===== config.mk =====
export PLATFORM = sky130hd
export DESIGN_NAME = buck_gate_sequencer
export DESIGN_NICKNAME = d
export VERILOG_FILES = /design/src/rtl/buck_seq_pkg.sv /design/src/rtl/pwm_link_if.sv /design/src/rtl/buck_gate_sequencer.sv /design/src/rtl/sense_sync.sv /design/src/rtl/switch_cycle_gen.sv
export SDC_FILE = /design/constraint.sdc
export NUM_CORES = 1
export LEC_CHECK = 0
export ABC_AREA = 1
export BUFFER_PORTS_ARGS = -buffer_cell sky130_fd_sc_hd__buf_2
export CAP_MARGIN = 10
export CORE_UTILIZATION = 35
export DETAILED_ROUTE_END_ITERATION = 8
export SLEW_MARGIN = 5
export SYNTH_ARGS = -nofsm -noshare
export SYNTH_HDL_FRONTEND = slang
export SYNTH_SLANG_ARGS = --single-unit

===== constraint.sdc =====
create_clock -name sys_clk -period 3 [get_ports sys_clk]
set_input_delay 0.45 -clock sys_clk [delete_from_list [all_inputs] [get_ports sys_clk]]
set_output_delay 0.45 -clock sys_clk [all_outputs]
set_load 0.01 [all_outputs]

===== src/rtl/buck_seq_pkg.sv =====
// constants, timing counts and states of the buck gate sequencer
// assumes a 200 MHz system clock that runs from power-on reset
//
// How it works
// RL1: after power-on reset, send narrow high-side pulses at about 6 kHz.
// RL2: count switch node crossings of the detection level during detection.
// RL3: two crossings above and back below stop pulses; input is present.
// RL4: soft start follows a delay; without input, detection pulses go on.
// RL5: soft-start reference ramps up from zero; ends when feedback reaches it.
// RL6: soft start lasts about 3 ms, within 1 ms to 6 ms.
// RL7: low-side gate turns on only after dead time, never overlapping.
// RL8: switch node below -350 mV during low-side conduction is an event.
// RL9: each over-current event drops one high-side pulse; low side keeps going.
// RL10: high-side pulses resume after an event-free cycle.
// RL11: four consecutive events trip shutdown; clean cycle restarts count.
// RL12: on over-current trip both gates go low, then hiccup restart.
// RL13: three hiccup restarts allowed; next trip latches off, gates low.
// RL14: after soft start, feedback low for 10 us forces a hiccup restart.
// RL15: over-temperature turns both gates off and latches.
// RL16: input-recognised to soft-start delay is a parameterised cycle count.
// RL17: only a new power-on reset clears a latched-off state.

package buck_seq_pkg;

   // ------------------------------------------------------------
   // clock
   // ------------------------------------------------------------
   localparam int CLK_FREQ_HZ   = 200_000_000;
   localparam int CLK_PERIOD_NS = 5;
   localparam int CLK_PER_US    = CLK_FREQ_HZ / 1_000_000;

   // ------------------------------------------------------------
   // timing
   // ------------------------------------------------------------
   localparam int DET_FREQ_HZ   = 6_000;
   localparam int DET_PERIOD_CYC = CLK_FREQ_HZ / DET_FREQ_HZ;
   localparam int DET_WIDTH_NS  = 200;
   localparam int DET_WIDTH_CYC =
      (DET_WIDTH_NS + CLK_PERIOD_NS - 1) / CLK_PERIOD_NS;
   localparam int SW_FREQ_HZ    = 400_000;
   localparam int SW_PERIOD_CYC = CLK_FREQ_HZ / SW_FREQ_HZ;
   localparam int MAX_DUTY_PCT  = 80;
   localparam int MAX_ON_CYC    = SW_PERIOD_CYC * MAX_DUTY_PCT / 100;
   localparam int DEAD_TIME_NS  = 20;
   localparam int DEAD_CYC      =
      (DEAD_TIME_NS + CLK_PERIOD_NS - 1) / CLK_PERIOD_NS;
   localparam int SS_TIME_US    = 3_000;
   localparam int SS_CYC        = SS_TIME_US * CLK_PER_US;
   localparam int UV_DELAY_NS   = 10_000;
   localparam int UV_CYC        =
      (UV_DELAY_NS + CLK_PERIOD_NS - 1) / CLK_PERIOD_NS;
   localparam int HICCUP_US     = 2_000;
   localparam int HICCUP_CYC    = HICCUP_US * CLK_PER_US;
   localparam int START_DELAY_CYC = 1_024;

   // ------------------------------------------------------------
   // counts and widths
   // ------------------------------------------------------------
   localparam int DET_CROSSINGS = 2;
   localparam int OC_TRIP_COUNT = 4;
   localparam int HICCUP_LIMIT  = 3;
   localparam int SS_CODE_W     = 10;
   localparam int TMR_W         = 20;

   typedef enum logic [2:0] {
      ST_DETECT,
      ST_DELAY,
      ST_SOFT,
      ST_RUN,
      ST_HICCUP,
      ST_LATCHED
   } seq_state_e;

endpackage : buck_seq_pkg


===== src/rtl/pwm_link_if.sv =====
// control link between the sequencer and the switching cycle generator
// assumes both ends sit on sys_clk
`timescale 1ns/100ps
`default_nettype none

interface pwm_link_if;
   logic run;
   logic permit;
   logic duty_end;
   logic cycle_close;
   logic hs_cmd;
   logic ls_cmd;

   modport ctl (output run, output permit, output duty_end,
                input cycle_close, input hs_cmd, input ls_cmd);
   modport gen (input run, input permit, input duty_end,
                output cycle_close, output hs_cmd, output ls_cmd);
endinterface : pwm_link_if

`default_nettype wire


===== src/rtl/buck_gate_sequencer.sv =====
// power-up detection, soft start, gate sequencing and protection
// assumes analog comparators drive the sense inputs asynchronously
`timescale 1ns/100ps
`default_nettype none

module buck_gate_sequencer
   import buck_seq_pkg::*;
#(
   parameter int DET_PERIOD_CYCLES  = DET_PERIOD_CYC,
   parameter int SS_CYCLES          = SS_CYC,
   parameter int HICCUP_CYCLES      = HICCUP_CYC,
   parameter int START_DELAY_CYCLES = START_DELAY_CYC,
   parameter int SS_W               = SS_CODE_W
) (
   input  wire logic            sys_clk,
   input  wire logic            sys_rst,
   input  wire logic            phase_above_detect,
   input  wire logic            phase_below_oc,
   input  wire logic            feedback_at_ref,
   input  wire logic            feedback_below_uv,
   input  wire logic            over_temp_alarm,
   input  wire logic            duty_end_req,
   output var  logic            high_side_gate_drive,
   output var  logic            low_side_gate_drive,
   output var  logic [SS_W-1:0] soft_start_ref,
   output var  logic            power_input_ready,
   output var  logic            soft_start_done,
   output var  logic            overcurrent_shutdown,
   output var  logic            undervoltage_shutdown,
   output var  logic            over_temp_shutdown
);
   localparam int SS_RAW  = SS_CYCLES >> SS_W;
   localparam int SS_STEP = (SS_RAW > 0) ? SS_RAW : 1;

   // ------------------------------------------------------------
   // input synchronisers
   // ------------------------------------------------------------
   logic [5:0] sense_s;
   logic       ph_det_s;
   logic       oc_s;
   logic       fb_ref_s;
   logic       fb_uv_s;
   logic       ot_s;
   logic       duty_end_s;

   sense_sync #(.W(6)) u_sync (
      .sys_clk (sys_clk),
      .sys_rst (sys_rst),
      .d       ({duty_end_req, over_temp_alarm, feedback_below_uv,
                 feedback_at_ref, phase_below_oc, phase_above_detect}),
      .q       (sense_s)
   );

   assign ph_det_s   = sense_s[0];
   assign oc_s       = sense_s[1];
   assign fb_ref_s   = sense_s[2];
   assign fb_uv_s    = sense_s[3];
   assign ot_s       = sense_s[4];
   assign duty_end_s = sense_s[5];

   // ------------------------------------------------------------
   // switching cycle generator
   // ------------------------------------------------------------
   pwm_link_if pw ();

   logic run_r;
   logic permit_r;

   assign pw.run      = run_r;
   assign pw.permit   = permit_r;
   assign pw.duty_end = duty_end_s;

   switch_cycle_gen u_gen (
      .sys_clk (sys_clk),
      .sys_rst (sys_rst),
      .pw      (pw)
   );

   // ------------------------------------------------------------
   // sequencer state
   // ------------------------------------------------------------
   seq_state_e       state_r;
   logic [TMR_W-1:0] tmr_r;
   logic [1:0]       hiccups_r;
   logic [1:0]       crossings_r;
   logic [2:0]       oc_consec_r;
   logic             oc_seen_r;
   logic [TMR_W-1:0] uv_cnt_r;
   logic             switching;
   logic             oc_trip;
   logic             uv_trip;

   assign switching = state_r == ST_SOFT || state_r == ST_RUN;
   assign oc_trip   = switching && pw.cycle_close && oc_seen_r &&
                      oc_consec_r == 3'(OC_TRIP_COUNT - 1); // see RL11
   assign uv_trip   = state_r == ST_RUN && fb_uv_s &&
                      uv_cnt_r == TMR_W'(UV_CYC - 1); // see RL14

   // only sys_rst leaves the latched state
   always_ff @(posedge sys_clk) begin
      if (sys_rst) begin
         state_r               <= ST_DETECT;
         tmr_r                 <= '0;
         hiccups_r             <= '0;
         overcurrent_shutdown  <= 1'b0;
         undervoltage_shutdown <= 1'b0;
         over_temp_shutdown    <= 1'b0;
      end else if (ot_s) begin
         // also flags over-temperature when already latched off
         state_r            <= ST_LATCHED; // see RL15
         over_temp_shutdown <= 1'b1;
      end else begin
         case (state_r)
            ST_DETECT: begin
               if (crossings_r == 2'(DET_CROSSINGS)) begin
                  state_r <= ST_DELAY; // see RL3
                  tmr_r   <= '0;
               end
            end
            ST_DELAY: begin
               tmr_r <= tmr_r + 1'b1;
               if (tmr_r == TMR_W'(START_DELAY_CYCLES - 1))
                  state_r <= ST_SOFT; // see RL4, RL16
            end
            ST_SOFT, ST_RUN: begin
               tmr_r <= '0;
               if (oc_trip) begin
                  if (hiccups_r == 2'(HICCUP_LIMIT)) begin
                     state_r              <= ST_LATCHED; // see RL13
                     overcurrent_shutdown <= 1'b1;
                  end else begin
                     state_r   <= ST_HICCUP; // see RL12
                     hiccups_r <= hiccups_r + 1'b1;
                  end
               end else if (uv_trip) begin
                  // undervoltage never counts toward latch-off
                  state_r               <= ST_HICCUP; // see RL14
                  undervoltage_shutdown <= 1'b1;
               end else if (state_r == ST_SOFT && fb_ref_s) begin
                  state_r <= ST_RUN; // see RL5
               end
            end
            ST_HICCUP: begin
               tmr_r <= tmr_r + 1'b1;
               if (tmr_r == TMR_W'(HICCUP_CYCLES - 1)) begin
                  state_r               <= ST_DELAY;
                  tmr_r                 <= '0;
                  undervoltage_shutdown <= 1'b0;
               end
            end
            ST_LATCHED: state_r <= ST_LATCHED; // see RL17
            default:    state_r <= ST_DETECT;
         endcase
      end
   end

   always_ff @(posedge sys_clk) begin
      if (sys_rst) begin
         power_input_ready <= 1'b0;
         soft_start_done   <= 1'b0;
      end else begin
         power_input_ready <= state_r != ST_DETECT;
         soft_start_done   <= state_r == ST_RUN;
      end
   end

   // ------------------------------------------------------------
   // input detection
   // ------------------------------------------------------------
   logic [TMR_W-1:0] det_cnt_r;
   logic             det_pulse_r;
   logic             ph_prev_r;

   always_ff @(posedge sys_clk) begin
      if (sys_rst || state_r != ST_DETECT ||
          det_cnt_r == TMR_W'(DET_PERIOD_CYCLES - 1))
         det_cnt_r <= '0;
      else
         det_cnt_r <= det_cnt_r + 1'b1;
   end

   always_ff @(posedge sys_clk) begin
      if (sys_rst)
         det_pulse_r <= 1'b0;
      else
         det_pulse_r <= state_r == ST_DETECT &&
                        det_cnt_r < TMR_W'(DET_WIDTH_CYC); // see RL1
   end

   // a crossing counts once the node has risen and fallen back
   always_ff @(posedge sys_clk) begin
      if (sys_rst) begin
         ph_prev_r   <= 1'b0;
         crossings_r <= '0;
      end else begin
         ph_prev_r <= ph_det_s;
         if (state_r == ST_DETECT && ph_prev_r && !ph_det_s &&
             crossings_r != 2'(DET_CROSSINGS))
            crossings_r <= crossings_r + 1'b1; // see RL2
      end
   end

   // ------------------------------------------------------------
   // soft-start ramp
   // ------------------------------------------------------------
   logic [TMR_W-1:0] ss_step_r;

   always_ff @(posedge sys_clk) begin
      if (sys_rst || state_r != ST_SOFT ||
          ss_step_r == TMR_W'(SS_STEP - 1))
         ss_step_r <= '0;
      else
         ss_step_r <= ss_step_r + 1'b1;
   end

   // full scale is reached at the nominal interval; done needs feedback
   always_ff @(posedge sys_clk) begin
      if (sys_rst)
         soft_start_ref <= '0;
      else if (state_r == ST_RUN)
         soft_start_ref <= '1;
      else if (state_r != ST_SOFT)
         soft_start_ref <= '0;
      else if (ss_step_r == TMR_W'(SS_STEP - 1) && soft_start_ref != '1)
         soft_start_ref <= soft_start_ref + 1'b1; // see RL5, RL6
   end

   // ------------------------------------------------------------
   // over-current and undervoltage sensing
   // ------------------------------------------------------------
   always_ff @(posedge sys_clk) begin
      if (sys_rst)
         oc_seen_r <= 1'b0;
      else
         oc_seen_r <= (switching && pw.ls_cmd && oc_s) ||
                      (oc_seen_r && !pw.cycle_close); // see RL8
   end

   always_ff @(posedge sys_clk) begin
      if (sys_rst || !switching) begin
         oc_consec_r <= '0;
         permit_r    <= 1'b1;
      end else if (pw.cycle_close) begin
         permit_r <= !oc_seen_r; // see RL9, RL10
         if (oc_seen_r)
            oc_consec_r <= oc_consec_r + 1'b1;
         else
            oc_consec_r <= '0; // see RL11
      end
   end

   always_ff @(posedge sys_clk) begin
      if (sys_rst || state_r != ST_RUN || !fb_uv_s)
         uv_cnt_r <= '0;
      else if (!uv_trip)
         uv_cnt_r <= uv_cnt_r + 1'b1;
   end

   always_ff @(posedge sys_clk) begin
      if (sys_rst)
         run_r <= 1'b0;
      else
         run_r <= switching && !oc_trip && !uv_trip && !ot_s;
   end

   // ------------------------------------------------------------
   // gate outputs
   // ------------------------------------------------------------
   // both gates held low outside detection and switching states
   always_ff @(posedge sys_clk) begin
      if (sys_rst) begin
         high_side_gate_drive <= 1'b0;
         low_side_gate_drive  <= 1'b0;
      end else begin
         high_side_gate_drive <= (state_r == ST_DETECT && det_pulse_r) ||
                                 (run_r && switching && pw.hs_cmd);
         low_side_gate_drive  <= run_r && switching && pw.ls_cmd; // see RL12
      end
   end
endmodule : buck_gate_sequencer

`default_nettype wire


===== src/rtl/sense_sync.sv =====
// two-flop synchroniser for comparator and pin inputs
// assumes inputs are asynchronous to sys_clk
`timescale 1ns/100ps
`default_nettype none

module sense_sync #(
   parameter int W = 1
) (
   input  wire logic         sys_clk,
   input  wire logic         sys_rst,
   input  wire logic [W-1:0] d,
   output var  logic [W-1:0] q
);
   logic [W-1:0] meta_r;

   // first stage feeds only the second
   always_ff @(posedge sys_clk) begin
      if (sys_rst) begin
         meta_r <= '0;
         q      <= '0;
      end else begin
         meta_r <= d;
         q      <= meta_r;
      end
   end
endmodule : sense_sync

`default_nettype wire


===== src/rtl/switch_cycle_gen.sv =====
// fixed-frequency switching cycle with max duty and dead time
// assumes run, permit and duty_end come from logic on sys_clk
`timescale 1ns/100ps
`default_nettype none

module switch_cycle_gen
   import buck_seq_pkg::*;
#(
   parameter int PERIOD = SW_PERIOD_CYC,
   parameter int MAX_ON = MAX_ON_CYC,
   parameter int DEAD   = DEAD_CYC
) (
   input  wire logic sys_clk,
   input  wire logic sys_rst,
   pwm_link_if.gen   pw
);
   localparam int CW = $clog2(PERIOD);

   logic [CW-1:0] cnt_r;
   logic [CW-1:0] dead_r;
   logic          hs_r;
   logic          ls_r;
   logic          close_r;

   assign pw.hs_cmd      = hs_r;
   assign pw.ls_cmd      = ls_r;
   assign pw.cycle_close = close_r;

   always_ff @(posedge sys_clk) begin
      if (sys_rst || !pw.run || cnt_r == CW'(PERIOD - 1))
         cnt_r <= '0;
      else
         cnt_r <= cnt_r + 1'b1;
   end

   // close lands one cycle before the next high-side decision
   always_ff @(posedge sys_clk) begin
      if (sys_rst)
         close_r <= 1'b0;
      else
         close_r <= pw.run && cnt_r == CW'(PERIOD - 3);
   end

   always_ff @(posedge sys_clk) begin
      if (sys_rst || !pw.run)
         hs_r <= 1'b0;
      else if (cnt_r == CW'(PERIOD - 1))
         hs_r <= pw.permit; // see RL9
      else if (hs_r && (pw.duty_end || cnt_r >= CW'(MAX_ON - 1)))
         hs_r <= 1'b0;
   end

   always_ff @(posedge sys_clk) begin
      if (sys_rst || hs_r)
         dead_r <= '0;
      else if (dead_r != CW'(DEAD))
         dead_r <= dead_r + 1'b1;
   end

   // low side keeps switching even when a high-side pulse is dropped
   always_ff @(posedge sys_clk) begin
      if (sys_rst)
         ls_r <= 1'b0;
      else
         ls_r <= pw.run && !hs_r && dead_r == CW'(DEAD) &&
                 cnt_r < CW'(PERIOD - 1 - DEAD); // see RL7
   end
endmodule : switch_cycle_gen

`default_nettype wire


==> summary.txt <==
Detailed routing
  • DR WL/cell: 10.8 um
  • Pre-antenna DRT Iters: 4
  • DRC viols: 0
  • Antenna Nets Post-Route: 0
  • 1st-iter DRT viols: ~320
  • Vias per inst: between 4 and 5
  • Via count: 5832
  • WL final: 13800 um

Floorplanning
  • FP Rows: 50
  • Die outline width: 142 um
  • Core Area: 19000 um2
  • Io pins: 25
  • Initial Util: 0.363
  • Die Area: 20200 um2
  • Die H: 142 um

Placement
  • Place WS: 0.905 ns
  • Hpwl dp: 10100 um
  • Port Buf Inserts: 24
  • Gpl congestion: 0.851

STA
  • Final setup viols: 0
  • Final Hold Fails: 0
  • Clock Skew: between 0.008 and 0.009 ns
  • Min cycle time layout: about 2.1 ns
  • Period utilization: 0.710
  • Slew Viols, Final: 0
  • Setup tns final: 0 ns
  • Slew at the pin closest to its max-slew limit: 0.686 ns
  • Slew HR: 0.541
  • RSZ-0062 raised after global routing: false
  • Worst setup margin: around 0.87 ns
  • Fmax: 0.470 GHz

Clock network
  • CTS hold repair buffers: 0
  • H-tree lvl count: 4
  • Clk sinks: around 150
  • CTS clock-pin slew for the worst setup and hold paths: 0.06 ns
  • Clock Latency Late Sink: 0.42 ns
  • Resize count post-CTS: 0
  • Maximum buffer depth of the clock tree: 2
  • CTS Root Cell: clkbuf_16
  • CTS tree: yes
  • CTS buffer count: 17
  • Buffer count from post-CTS setup fixing: 0

Worst setup path
  • Critical path fanouts, max: 15
  • CP max-delay cell: nor3_1
  • Data arrival, critical path: 2.48 ns
  • Critical path cell sequence: inv_2 -> nand2_4 -> nor3_1 -> nand2_1 -> inv_1 -> o21ai_0 -> a21oi_1
  • CP Class: reg -> reg
  • Worst setup EP type: flip-flop
  • Setup crit start kind: flip-flop
  • Worst endpoint required time: 3.35 ns
  • Crit-path max cell delay: ~0.46 ns

Yosys
  • Largest cells by area after synthesis: dfxtp_1 42%, nor2_1 9.4%, nand2_1 9.2%
  • Post-synthesis register bit count: around 150
  • Async SR Flop Fraction: 0
  • Ys Warns: 0
  • Library cells used by synthesis: 48
  • Cell taking the most area after synthesis: dfxtp_1
  • Mapped Area: 6880 um2
  • Synth Net Count: ~990
  • Synthesized instance count: 962
  • EDFF count, synth: 0
  • Post-synth top area share: 0.422
  • Seq/Total Area, Yosys: 0.422
  • Ys flop type: dfxtp_1
  • Post-Syn Area per Cell: 7.15 um2

Pwr
  • Max VDD drop: 0.000330 V
  • Cell Pwr Density: just under 600 nW/um2
  • Leakage Power: ~2.9 nW

Run status
  • Outcome: completed

GRT
  • Total gr overflow: 0
  • Antenna violations before repair: 0
  • First-pass GRT wire length: 23800 um
  • Global-route usage over all layers: 0.146
  • Largest net degree at the start of global routing: 31
  • Vias in the first global route: 5307

Layout
  • Area occupied by multi-input gates: 3380 um2
  • Ant diodes: 0
  • Area Growth Syn to Fin: 14.5%
  • Layout net count: 1022
  • Fill count: 1976
  • Core Util, Final: 0.415
  • Share of layout cells above drive strength 1: 0.101
  • Register Area: 2900 um2

Flow run
  • Max-cap violations: 0

Hold path
  • Tightest Hold Check Type: in -> reg
## sequential cells by signal, summed over array words and instances, names as in the netlist, 2 cells and up
name	cells
hiccups_r	2
oc_consec_r	3
ss_step_r	20
det_cnt_r	20
tmr_r	20
crossings_r	2
soft_start_ref	10
uv_cnt_r	20
state_r	3
u_gen.cnt_r	9
u_sync.meta_r	6
u_gen.dead_r	9
u_sync.q	6
## placed cells by master (no fill, tap or decap), types with 5 or more instances in the layout
cell / Yosys / final
a211oi_1: 6 / 6
a21oi_1: 59 / 59
a31oi_1: 5 / 5
buf_2: 3 / 24
clkbuf_16: 0 / 17
clkinv_2: 1 / 5
dfxtp_1: 145 / 145
ha_1: 15 / 15
inv_1: 139 / 139
inv_2: 6 / 6
nand2_1: 169 / 169
nand2_4: 5 / 5
nand3_1: 62 / 62
nand4_1: 21 / 21
nor2_1: 172 / 172
nor2_2: 10 / 10
nor3_1: 28 / 28
nor4_1: 8 / 8
o21ai_0: 27 / 27
xor2_1: 23 / 23
## per-stage QoR
step	instances	area [um2]	hold slack [ns]	power [mW]
after global placement	1240	7300	0.392	2.55
after CTS	1272	7880	0.215	4.63
after detailed placement	1240	7300	0.393	2.55
after floorplan	962	6880	0.388	2.44
final	1272	7880	0.234	4.56
after global routing	1272	7880	0.226	4.78
## path summary, 6_finish.rpt
| path | start | end | slack (ns) | cells past startpoint |
|---|---|---|---|---|
| max | state_r[0]$_SDFFE_PP0P_ | det_cnt_r[19]$_SDFF_PP0_ | 0.87 | 7 |
| min | feedback_at_ref | u_sync.meta_r[2]$_SDFF_PP0_ | 0.23 | 3 |
| max reg2reg | state_r[0]$_SDFFE_PP0P_ | det_cnt_r[19]$_SDFF_PP0_ | 0.87 | 7 |
| min reg2reg | u_sync.meta_r[2]$_SDFF_PP0_ | u_sync.q[2]$_SDFF_PP0_ | 0.40 | 2 |
## power breakdown
part / leakage (nW) / total, mW / switching [mW] / internal (mW)
sequential: 1.17 / 2.05 / 0.0577 / 1.99
combinational: 1.50 / 0.460 / 0.311 / 0.149
clock: 0.276 / 2.06 / 0.811 / 1.24
## routing by layer
layer / track usage / part of all wire / up-vias
met2: 0.231 / 0.45 / 70
met3: 0.0394 / 0.033 / 7
met5: 0 / 0 / -
li1: - / - / 3170
met4: 0.0453 / 0.0065 / 0
met1: 0.192 / 0.51 / 2585
## layout make-up
cell class,count,share of cell area
multi-input cells,663,0.430
clock buffers,19,0.0562
repair buffers,26,0.0172
flip-flops and latches,145,0.369
inverters,146,0.0697
clock inverters,13,0.0173
well taps,260,0.0413
## cells by family after synthesis
kind of cell,Yosys count,synth area share
xor gates and xnor gates,27,0.0344
muxes,1,0.00145
AOI/OAI and AO/OA,118,0.0973
adders and majority gates,15,0.0273
and+or+nand+nor,502,0.331
buffers and inverters,154,0.0864
DFF,145,0.422
## cell usage after synthesis, drive strengths merged (2+ instances only)
library cell,n
xnor2,4
nor3,30
xor2,23
and3,2
buf,5
or2,2
o21ai,32
ha,15
a211oi,6
nor4,10
nand4,21
a31oi,5
o22ai,2
dfxtp,145
o31ai,2
a21oi,59
a41oi,2
nand3,66
inv,145
nand2,178
clkbuf,3
o21a,4
nor2,185
nor3b,6
## worst max-delay path: cells and delay by family, from the launching register on
kind	cells	cell delay, ns
AND/OR/NAND/NOR	3	1.00
flip-flops	1	0.37
buffers and inverters	2	0.45
AO/OA/AOI/OAI	2	0.25
Note: power is estimated with default switching activity, not from simulation.
